[config.mk]
export PLATFORM = sky130hd
export DESIGN_NAME = led_sink_config_fade_timer
export DESIGN_NICKNAME = d
export VERILOG_FILES = /design/src/hdl/sink_level_map.v /design/src/hdl/led_sink_config_fade_timer.v
export VERILOG_INCLUDE_DIRS = /design/src /design/src/hdl
export SDC_FILE = /design/constraint.sdc
export NUM_CORES = 1
export LEC_CHECK = 0
export BUFFER_PORTS_ARGS = -buffer_cell sky130_fd_sc_hd__buf_2
export CAP_MARGIN = 0
export CORE_MARGIN = 1.5
export CORE_UTILIZATION = 55
export CTS_CLUSTER_SIZE = 8
export DETAILED_ROUTE_END_ITERATION = 10
export PLACE_DENSITY = 0.82
export SYNTH_ARGS = -nofsm -noshare
export SYNTH_HDL_FRONTEND = slang
export SYNTH_SLANG_ARGS = --single-unit
[constraint.sdc]
create_clock -name clk_in -period 8.85 [get_ports clk_in]
set_clock_uncertainty 0.05 [all_clocks]
set_input_delay 2.2125 -clock clk_in [delete_from_list [all_inputs] [get_ports clk_in]]
set_output_delay 2.2125 -clock clk_in [all_outputs]
set_load 0.03 [all_outputs]
[src/hdl/led_sink_consts.vh]
// Offsets, field positions, reset values and timing figures for the
// channel four/five sink registers and the grouped fade timer.
// Assumed to be included by the sink configuration modules only.
`ifndef LED_SINK_CONSTS_VH
`define LED_SINK_CONSTS_VH

`define CH4_SINK_CONFIG_OFS 8'h2b
`define CH5_SINK_CONFIG_OFS 8'h2c
`define GROUP_FADE_TIMING_OFS 8'h2d

`define GROUP_SELECT_BIT 7
`define UNUSED_BIT 6
`define CODE_MSB 5
`define CODE_LSB 0
`define FADE_OUT_MSB 7
`define FADE_OUT_LSB 4
`define FADE_IN_MSB 3
`define FADE_IN_LSB 0

`define GROUP_SELECT_RST 1'h0
`define CURRENT_CODE_RST 6'h00
`define FADE_TIME_RST 4'h0
`define UNMAPPED_READ 8'h00

`define FADE_UNIT_MS 300
`define CLK_FREQ_MHZ 100
`define FADE_LEVEL_STEPS 63

`endif

[src/hdl/sink_level_map.v]
// Square-law map from a 6-bit current code to a sink level.
// Assumes the code comes from logic on the same clock.
`timescale 1ns/1ns
`include "led_sink_consts.vh"

module sink_level_map (
   input wire clk_in,          // System clock
   input wire rst_in,          // Asynchronous reset, active high
   input wire [5:0] code_in,   // Current code
   output reg [11:0] level_out // Level in units of full scale / 3969
);

   // Code squared: 63 gives 3969, i.e. full 20 mA
   always @(posedge clk_in or posedge rst_in) begin
      if (rst_in) begin
         level_out <= 12'h000;
      end else begin
         level_out <= {6'h00, code_in} * {6'h00, code_in};
      end
   end

endmodule // sink_level_map

[src/hdl/led_sink_config_fade_timer.v]
// Sink configuration registers for channels four and five and the
// grouped backlight fade timer, with fade ramp and square-law levels.
// Assumes the serial interface engine presents decoded register
// accesses on this clock, and the grouped code comes from logic on this clock.
`timescale 1ns/1ns
`include "led_sink_consts.vh"

module led_sink_config_fade_timer #(
   // Cycles per ramp step for each fade code unit; shorten in simulation
   parameter STEP_UNIT_CYCLES = (`FADE_UNIT_MS * `CLK_FREQ_MHZ * 1000) / `FADE_LEVEL_STEPS
) (
   input wire clk_in,                   // System clock, 100 MHz
   input wire rst_in,                   // Asynchronous reset, active high
   input wire [7:0] reg_addr_in,        // Register address
   input wire [7:0] reg_wdata_in,       // Write data
   input wire reg_wr_in,                // Write strobe, one cycle
   input wire reg_rd_in,                // Read strobe, one cycle
   output reg [7:0] reg_rdata_out,      // Read data, valid cycle after strobe
   input wire [5:0] group_current_code_in, // Grouped backlight target code
   output reg [5:0] group_applied_code_out, // Ramped grouped code
   output wire ch4_group_select_out,    // Channel four joined to group
   output wire ch5_group_select_out,    // Channel five joined to group
   output reg [5:0] ch4_sink_code_out,  // Code applied to channel four
   output reg [5:0] ch5_sink_code_out,  // Code applied to channel five
   output wire [11:0] ch4_level_out,    // Square-law level, channel four
   output wire [11:0] ch5_level_out     // Square-law level, channel five
);

   localparam NCH = 2;

   reg ch4_group_select_q;
   reg ch5_group_select_q;
   reg [5:0] ch4_current_code_q;
   reg [5:0] ch5_current_code_q;
   reg [3:0] group_fade_out_time_q;
   reg [3:0] group_fade_in_time_q;
   reg [31:0] step_cnt_q;
   reg [7:0] rdata_d;
   reg ch4_group_select_d;
   reg ch5_group_select_d;
   reg [5:0] ch4_current_code_d;
   reg [5:0] ch5_current_code_d;
   reg [3:0] group_fade_out_time_d;
   reg [3:0] group_fade_in_time_d;
   reg [5:0] applied_d;
   reg [31:0] step_cnt_d;

   wire ramp_up;
   wire ramp_down;
   wire [3:0] fade_code;
   wire [31:0] step_interval;
   wire [NCH*6-1:0] eff_codes;
   wire [NCH*12-1:0] levels;
   wire [NCH-1:0] grouped;
   wire [NCH*6-1:0] own_codes;
   wire wr_ch4;
   wire wr_ch5;
   wire wr_fade;
   wire step_done;

   function sel_hit;
      input [7:0] addr;
      input [7:0] ofs;
      begin
         sel_hit = (addr == ofs);
      end
   endfunction

   // Write decode, one hit per mapped offset
   assign wr_ch4 = reg_wr_in && sel_hit(reg_addr_in, `CH4_SINK_CONFIG_OFS);
   assign wr_ch5 = reg_wr_in && sel_hit(reg_addr_in, `CH5_SINK_CONFIG_OFS);
   assign wr_fade = reg_wr_in && sel_hit(reg_addr_in, `GROUP_FADE_TIMING_OFS);

   // Register next values; unused bit 6 of the sink rows is simply never stored
   always @* begin
      ch4_group_select_d = ch4_group_select_q;
      ch5_group_select_d = ch5_group_select_q;
      ch4_current_code_d = ch4_current_code_q;
      ch5_current_code_d = ch5_current_code_q;
      group_fade_out_time_d = group_fade_out_time_q;
      group_fade_in_time_d = group_fade_in_time_q;
      if (wr_ch4) begin
         ch4_group_select_d = reg_wdata_in[`GROUP_SELECT_BIT];
         ch4_current_code_d = reg_wdata_in[`CODE_MSB:`CODE_LSB];
      end
      if (wr_ch5) begin
         ch5_group_select_d = reg_wdata_in[`GROUP_SELECT_BIT];
         ch5_current_code_d = reg_wdata_in[`CODE_MSB:`CODE_LSB];
      end
      if (wr_fade) begin
         group_fade_out_time_d = reg_wdata_in[`FADE_OUT_MSB:`FADE_OUT_LSB];
         group_fade_in_time_d = reg_wdata_in[`FADE_IN_MSB:`FADE_IN_LSB];
      end
   end

   always @(posedge clk_in or posedge rst_in) begin
      if (rst_in) begin
         ch4_group_select_q <= `GROUP_SELECT_RST;
         ch5_group_select_q <= `GROUP_SELECT_RST;
         ch4_current_code_q <= `CURRENT_CODE_RST;
         ch5_current_code_q <= `CURRENT_CODE_RST;
         group_fade_out_time_q <= `FADE_TIME_RST;
         group_fade_in_time_q <= `FADE_TIME_RST;
      end else begin
         ch4_group_select_q <= ch4_group_select_d;
         ch5_group_select_q <= ch5_group_select_d;
         ch4_current_code_q <= ch4_current_code_d;
         ch5_current_code_q <= ch5_current_code_d;
         group_fade_out_time_q <= group_fade_out_time_d;
         group_fade_in_time_q <= group_fade_in_time_d;
      end
   end

   // Read mux; unused bit 6 and unmapped addresses read zero
   always @* begin
      rdata_d = `UNMAPPED_READ;
      if (sel_hit(reg_addr_in, `CH4_SINK_CONFIG_OFS)) begin
         rdata_d = {ch4_group_select_q, 1'b0, ch4_current_code_q};
      end else if (sel_hit(reg_addr_in, `CH5_SINK_CONFIG_OFS)) begin
         rdata_d = {ch5_group_select_q, 1'b0, ch5_current_code_q};
      end else if (sel_hit(reg_addr_in, `GROUP_FADE_TIMING_OFS)) begin
         rdata_d = {group_fade_out_time_q, group_fade_in_time_q};
      end
   end

   // Held until the next read strobe so a slow master can sample it
   always @(posedge clk_in or posedge rst_in) begin
      if (rst_in) begin
         reg_rdata_out <= 8'h00;
      end else if (reg_rd_in) begin
         reg_rdata_out <= rdata_d;
      end
   end

   // Fade ramp: direction picks the time field, step period is time / 63
   assign ramp_up = (group_current_code_in > group_applied_code_out);
   assign ramp_down = (group_current_code_in < group_applied_code_out);
   assign fade_code = ramp_up ? group_fade_in_time_q : group_fade_out_time_q;
   assign step_interval = STEP_UNIT_CYCLES * fade_code;
   assign step_done = (step_cnt_q >= step_interval - 32'h0000_0001);

   // Fixed per-step period makes partial ramps finish proportionally sooner
   always @* begin
      applied_d = group_applied_code_out;
      step_cnt_d = step_cnt_q + 32'h0000_0001;
      if (!ramp_up && !ramp_down) begin
         // At target: the next ramp starts on a fresh period
         step_cnt_d = 32'h0000_0000;
      end else if (fade_code == 4'h0) begin
         // Fading disabled: jump straight to target
         applied_d = group_current_code_in;
         step_cnt_d = 32'h0000_0000;
      end else if (step_done) begin
         // Count kept on a reversal, so its first step may come early
         step_cnt_d = 32'h0000_0000;
         if (ramp_up) begin
            applied_d = group_applied_code_out + 6'h01;
         end else begin
            applied_d = group_applied_code_out - 6'h01;
         end
      end
   end

   always @(posedge clk_in or posedge rst_in) begin
      if (rst_in) begin
         group_applied_code_out <= `CURRENT_CODE_RST;
         step_cnt_q <= 32'h0000_0000;
      end else begin
         group_applied_code_out <= applied_d;
         step_cnt_q <= step_cnt_d;
      end
   end

   assign ch4_group_select_out = ch4_group_select_q;
   assign ch5_group_select_out = ch5_group_select_q;
   assign grouped = {ch5_group_select_q, ch4_group_select_q};
   assign own_codes = {ch5_current_code_q, ch4_current_code_q};

   // Per-channel source select and square-law level
   genvar gi;
   generate
      for (gi = 0; gi < NCH; gi = gi + 1) begin : g_ch
         // Own code ignored while the channel follows the group
         assign eff_codes[gi*6 +: 6] = grouped[gi] ? group_applied_code_out
                                                   : own_codes[gi*6 +: 6];
         sink_level_map u_map (
            .clk_in(clk_in),
            .rst_in(rst_in),
            .code_in(eff_codes[gi*6 +: 6]),
            .level_out(levels[gi*12 +: 12])
         );
      end
   endgenerate

   always @(posedge clk_in or posedge rst_in) begin
      if (rst_in) begin
         ch4_sink_code_out <= `CURRENT_CODE_RST;
         ch5_sink_code_out <= `CURRENT_CODE_RST;
      end else begin
         ch4_sink_code_out <= eff_codes[5:0];
         ch5_sink_code_out <= eff_codes[11:6];
      end
   end

   assign ch4_level_out = levels[11:0];
   assign ch5_level_out = levels[23:12];

endmodule // led_sink_config_fade_timer

After elaboration in Yosys (flattened, before gate mapping)
Index checks and enable logic that the tools add are counted.
{"block": "totals", "in_bits": 26, "out_inout_bits": 52, "ff_bits": 104, "elab_cells": 48}
{"block": "classes", "n_mux": 12, "n_reduce_logical": 9, "bitwise": 1, "n_addsub": 4, "eq_ne": 3, "magnitude_cmp": 3, "multipliers": 3}
{"cell": "2-to-1 mux 32 bit", "count": 3}
{"cell": "adder 32 x 1 -> 32 bit (second input constant)", "count": 1}
{"cell": ">= comparator 32 bit", "count": 1}
{"cell": "2-to-1 mux 6 bit", "count": 5}
{"cell": "== test 8 x 6 -> 1 bit (second input constant)", "count": 3}
{"cell": "multiplier 6 x 6 -> 12 bit", "count": 2}
{"cell": "2-to-1 mux 8 bit", "count": 3}
{"cell": "subtractor 23 x 1 -> 24 bit (second input constant)", "count": 1}
{"cell": "multiplier 18 x 4 -> 22 bit (first input constant)", "count": 1}
{"cell": "adder 6 x 1 -> 6 bit (second input constant)", "count": 1}
{"cell": "greater-than comparator 6 bit", "count": 1}
{"cell": "less-than comparator 6 bit", "count": 1}
{"cell": "subtractor 6 x 1 -> 6 bit (second input constant)", "count": 1}
{"cell": "logical AND 1 bit", "count": 4}
{"cell": "logical NOT 4 bit", "count": 1}
{"cell": "2-to-1 mux 4 bit", "count": 1}
{"cell": "logical NOT 1 bit", "count": 2}
{"cell": "AND reduction 2 bit", "count": 1}
{"cell": "nonzero test 2 bit", "count": 1}
{"cell": "NOT 1 bit", "count": 1}

Depth between registers and ports, before layout
{"block": "logic_depth", "ltp_word": 8, "depth_mapped": 29, "ltp_nobuf": 27}

Cells and area by module
Synthesis repeated with hierarchy kept, for this count alone.
{"block": "unflattened", "hier_cells": 798, "area_unflattened_um2": 7841.3}
{"module": "led_sink_config_fade_timer", "cells_each": 578, "instances": 1, "seq_area_each_um2": 2001.9, "area_per_inst_um2": 5736.8}
{"module": "sink_level_map", "cells_each": 110, "instances": 2, "seq_area_each_um2": 275.3, "area_per_inst_um2": 1052.3}

Worst setup path before layout
OpenSTA, ideal clock, no wires.
{"block": "synth_timing", "path_kind": "input to register", "startpoint": "in group_current_code_in[5]", "endpoint": "reg group_applied_code_out[0]", "n_path_buf": 2, "setup_time_ps": 131, "setup_slack_ps": -247, "required_time_ps": 8669, "arrival_ps": 8916, "path_stages": 27, "path_cell_list": "ha_1 a21oi_1 o21ai_0 o22ai_1 buf_2 mux2_2 inv_1 fa_1 inv_1 fa_1 fa_1 nand2b_2 a21oi_4 xnor2_2 nor4_4 a31oi_2 nand2b_4 or4b_1 ha_1 a21oi_1 nand2_1 a211oi_1 o211ai_1 o21ai_0 clkbuf_1 mux2i_1 o31ai_1"}
{"block": "synth_between", "elab_chain_cells": 7, "word_cells_on_any_way": 16, "cone_classes": "add/sub (1); mul (1); order compare (3); mux (4); bitwise (1); reduce/logical (6)"}
{"element": "start: declaration", "line": "led_sink_config_fade_timer.v:19", "rtl": "input wire [5:0] group_current_code_in,"}
{"element": "greater-than comparator 6 bit", "line": "led_sink_config_fade_timer.v:136", "rtl": "assign ramp_up = (group_current_code_in > group_applied_code_out);"}
{"element": "2-to-1 mux 4 bit", "line": "led_sink_config_fade_timer.v:138", "rtl": "assign fade_code = ramp_up ? group_fade_in_time_q : group_fade_out_time_q;"}
{"element": "multiplier 18 x 4 -> 22 bit", "line": "led_sink_config_fade_timer.v:139", "rtl": "assign step_interval = STEP_UNIT_CYCLES * fade_code;"}
{"element": "subtractor 23 x 1 -> 24 bit", "line": "led_sink_config_fade_timer.v:140", "rtl": "assign step_done = (step_cnt_q >= step_interval - 32'h0000_0001);"}
{"element": ">= comparator 32 bit", "line": "led_sink_config_fade_timer.v:140"}
{"element": "nonzero test 2 bit (no source line)"}
{"element": "AND reduction 2 bit (no source line)"}
{"element": "end signal: assignment", "line": "led_sink_config_fade_timer.v:166", "rtl": "group_applied_code_out <= `CURRENT_CODE_RST;"}
{"element": "end signal: assignment", "line": "led_sink_config_fade_timer.v:169", "rtl": "group_applied_code_out <= applied_d;"}
{"element": "end: declaration", "line": "led_sink_config_fade_timer.v:20", "rtl": "output reg [5:0] group_applied_code_out,"}
Parallel ways exist; a longest one is shown, timed or not. The select of a mux whose other input is x is not followed.
A chain may end at the register's enable or synchronous reset.

Final worst setup path
{"block": "layout_timing", "startpoint": "in group_current_code_in[5]", "endpoint": "reg group_applied_code_out[3]"}
The elaborated chain is that of the path after synthesis.

==> impl_metrics.ini <==
[global_routing]
overflow = 0
grt.total_usage = 0.242
grt_pass1_wl_um = 27500
grt_max_degree = 52
antenna_found_initial = 0
grt_pass1_vias = 5829

[clock_tree]
clock_path_buffers = 2
post-cts-setup-buffers = 0
cts_hold_buf = 0
cts_tree = built
clock_latency_ns = 0.36
clockRootBuffer = clkbuf_16
post_cts_resized = 0
htreeDepth = 3
cts.sinks = 100
clk_pin_slew_ns = 0.06
cts_buffers = 9

[synthesis]
syn_area_mm2 = 0.00744
yosysUniqueCellTypes = 60
ys_warn_count = 0
avgSynthCellArea_um2 = 9.77
yosys.area.top_type_share = 0.336
yosysSeqAreaShare = 0.336
synth_area_leaders = dfrtp_1, ha_1, fa_1
ys.flop_type = dfrtp_1
synthCells = 762
yosys.area.top_type = dfrtp_1
yosys_register_bits = 100
synthArstFlopShare = 1.00
synth-edff-count = 0

[finish]
final_cell_mix = dfrtp_1, nor2_1, ha_1, buf_2, inv_1
nets = 990
fillCellCount = 1076
layout-drive-gt1-share = 0.174
area_growth_pct = 12.7
final_common_cell = dfrtp_1
n_antenna_cell = 0
finish.utilization = 0.633
fin_cells = 1028

[timing]
hold_viol = 0
rsz0062_at_grt = no
min_period_ns = 8.44
finalCritPeriodShare = 0.953
hold_ws_ns = 0.478
maxSlewViolCount = 0
worst_slew_pin_slew_ns = 0.787
max_slew_margin = 0.471
setup_tns_ns = 0
setup_viol = 0
max_freq_mhz = 119

[flow_run]
maxCapViolCount = 0

[min_path]
hp-start = reg_rdata_out[2]$_DFFE_PP0P_
hold_path_class = register to register
min_path_cells = 2

[floorplan]
dieArea_mm2 = 0.0142
initial_core_util = 0.562
io-pin-count = 78
die_h_um = 119
die_w_um = 119
rows = 42
core-area_mm2 = 0.0132

[power_and_ir_drop]
total_power_w = 0.00196
p_leak_nw = 4.45
ir_worst_vdd_mv = 0.134
p_per_area_mw_per_mm2 = 234

[routing]
first_iter_violations = 353
totalWireLength_um = 16100
vias = 5828
vias_per_cell = 5.67
wl_per_cell_um = 15.7
antenna_left = 0
first_pass_iters = 8
route.detailed.drc = 0

[worst_setup_path]
critPathCaptureType = register
crit_path_start_kind = primary input
r2r-start = group_applied_code_out[5]$_DFFE_PP0P_
cpMostUsedCell = fa_1
cp_slowest_stage_delay_ns = 0.57
worstPathMaxFanout = 12
cpMaxStageDelayCell = or4b_4
worstSetupPathType = primary input to register
crit_start = group_current_code_in[5]
worstPathRequired_ns = 9.03
worst_r2r_path_depth = 25
cp.arrival_ns = 8.62

[status]
outcome = completed

[placed_design]
post-place-cells = 1012
hpwl_um = 12500
port_buffers = 75
gp_congestion = 0.845
kinds of logic (layout without fill, tap and decap cells):
kind of cell | Yosys count | count (layout) | synth area share
and+or+nand+nor | 229 | 229 | 0.148
adders and majority gates | 117 | 117 | 0.221
AOI/OAI and AO/OA | 115 | 115 | 0.101
DFF | 100 | 100 | 0.336
buffers and inverters | 87 | 176 | 0.0461
xor gates and xnor gates | 69 | 69 | 0.0822
muxes | 44 | 44 | 0.0654
other | 1 | 2 | 0.000504
report_power, final:
part           switching, W  internal [W]  total, W
clock network      0.000178      0.000229  0.000407
registers         0.0000543      0.000493  0.000547
logic              0.000592      0.000415   0.00101
total              0.000824       0.00114   0.00196
critical path: cells and delay by family:
family | cells | cell delay [ns]
xor gates and xnor gates | 1 | 0.13
buffers and inverters | 4 | 0.58
adders and majority gates | 5 | 2.10
AOI/OAI and AO/OA | 9 | 1.45
muxes | 1 | 0.33
and+or+nand+nor | 6 | 1.80
cells in the mapped netlist (22+ instances only):
cell	number
nor2_1	94
nand3_1	22
nand2_1	55
dfrtp_1	100
ha_1	93
a21oi_1	51
fa_1	24
xnor2_1	37
inv_1	71
mux2_2	27
xor2_1	31
area by class of cell:
cell class                      count  area (um^2)  share of cell area
Multi-Input combinational cell    576         4610               0.550
Sequential cell                   100         2500               0.298
Timing Repair Buffer               89          480              0.0573
Inverter                           71          269              0.0321
Clock buffer                       12          246              0.0294
Tap cell                          176          220              0.0263
Clock inverter                      4         55.1             0.00657
path summary, 6_finish.rpt:
path / endpoint / slack (ns)
min reg2reg: reg_rdata_out[2]$_DFFE_PP0P_ / 0.48
max reg2reg: group_applied_code_out[3]$_DFFE_PP0P_ / 1.79
max in group asynchronous: group_applied_code_out[3]$_DFFE_PP0P_ / 5.78
min: reg_rdata_out[2]$_DFFE_PP0P_ / 0.48
min in group asynchronous: reg_rdata_out[3]$_DFFE_PP0P_ / 1.89
max: group_applied_code_out[3]$_DFFE_PP0P_ / 0.41
state kept, by name (all words and copies together) (netlist names):
signal,flops
ch4_current_code_q,6
g_ch.u_map.level_out,22
ch4_sink_code_out,5
group_fade_in_time_q,4
ch5_current_code_q,6
group_fade_out_time_q,4
reg_rdata_out,8
group_applied_code_out,6
step_cnt_q,32
ch5_sink_code_out,5
ch4_group_select_out,1
ch5_group_select_out,1
metal layers:
| layer | GRT usage | part of all wire |
|---|---|---|
| met1 | 0.307 | 0.44 |
| met2 | 0.412 | 0.48 |
| met3 | 0.0326 | 0.050 |
| met4 | 0.113 | 0.029 |
| met5 | 0 | 0 |
stage by stage:
step,setup slack (ns),area [um^2]
finish,0.413,8380
global route,0.00264,8380
CTS,0.304,8380
detailed placement,-0.00153,8080
global placement,0.171,8080
floorplan,0.00951,7460
Note: power is estimated with default switching activity, not from simulation.
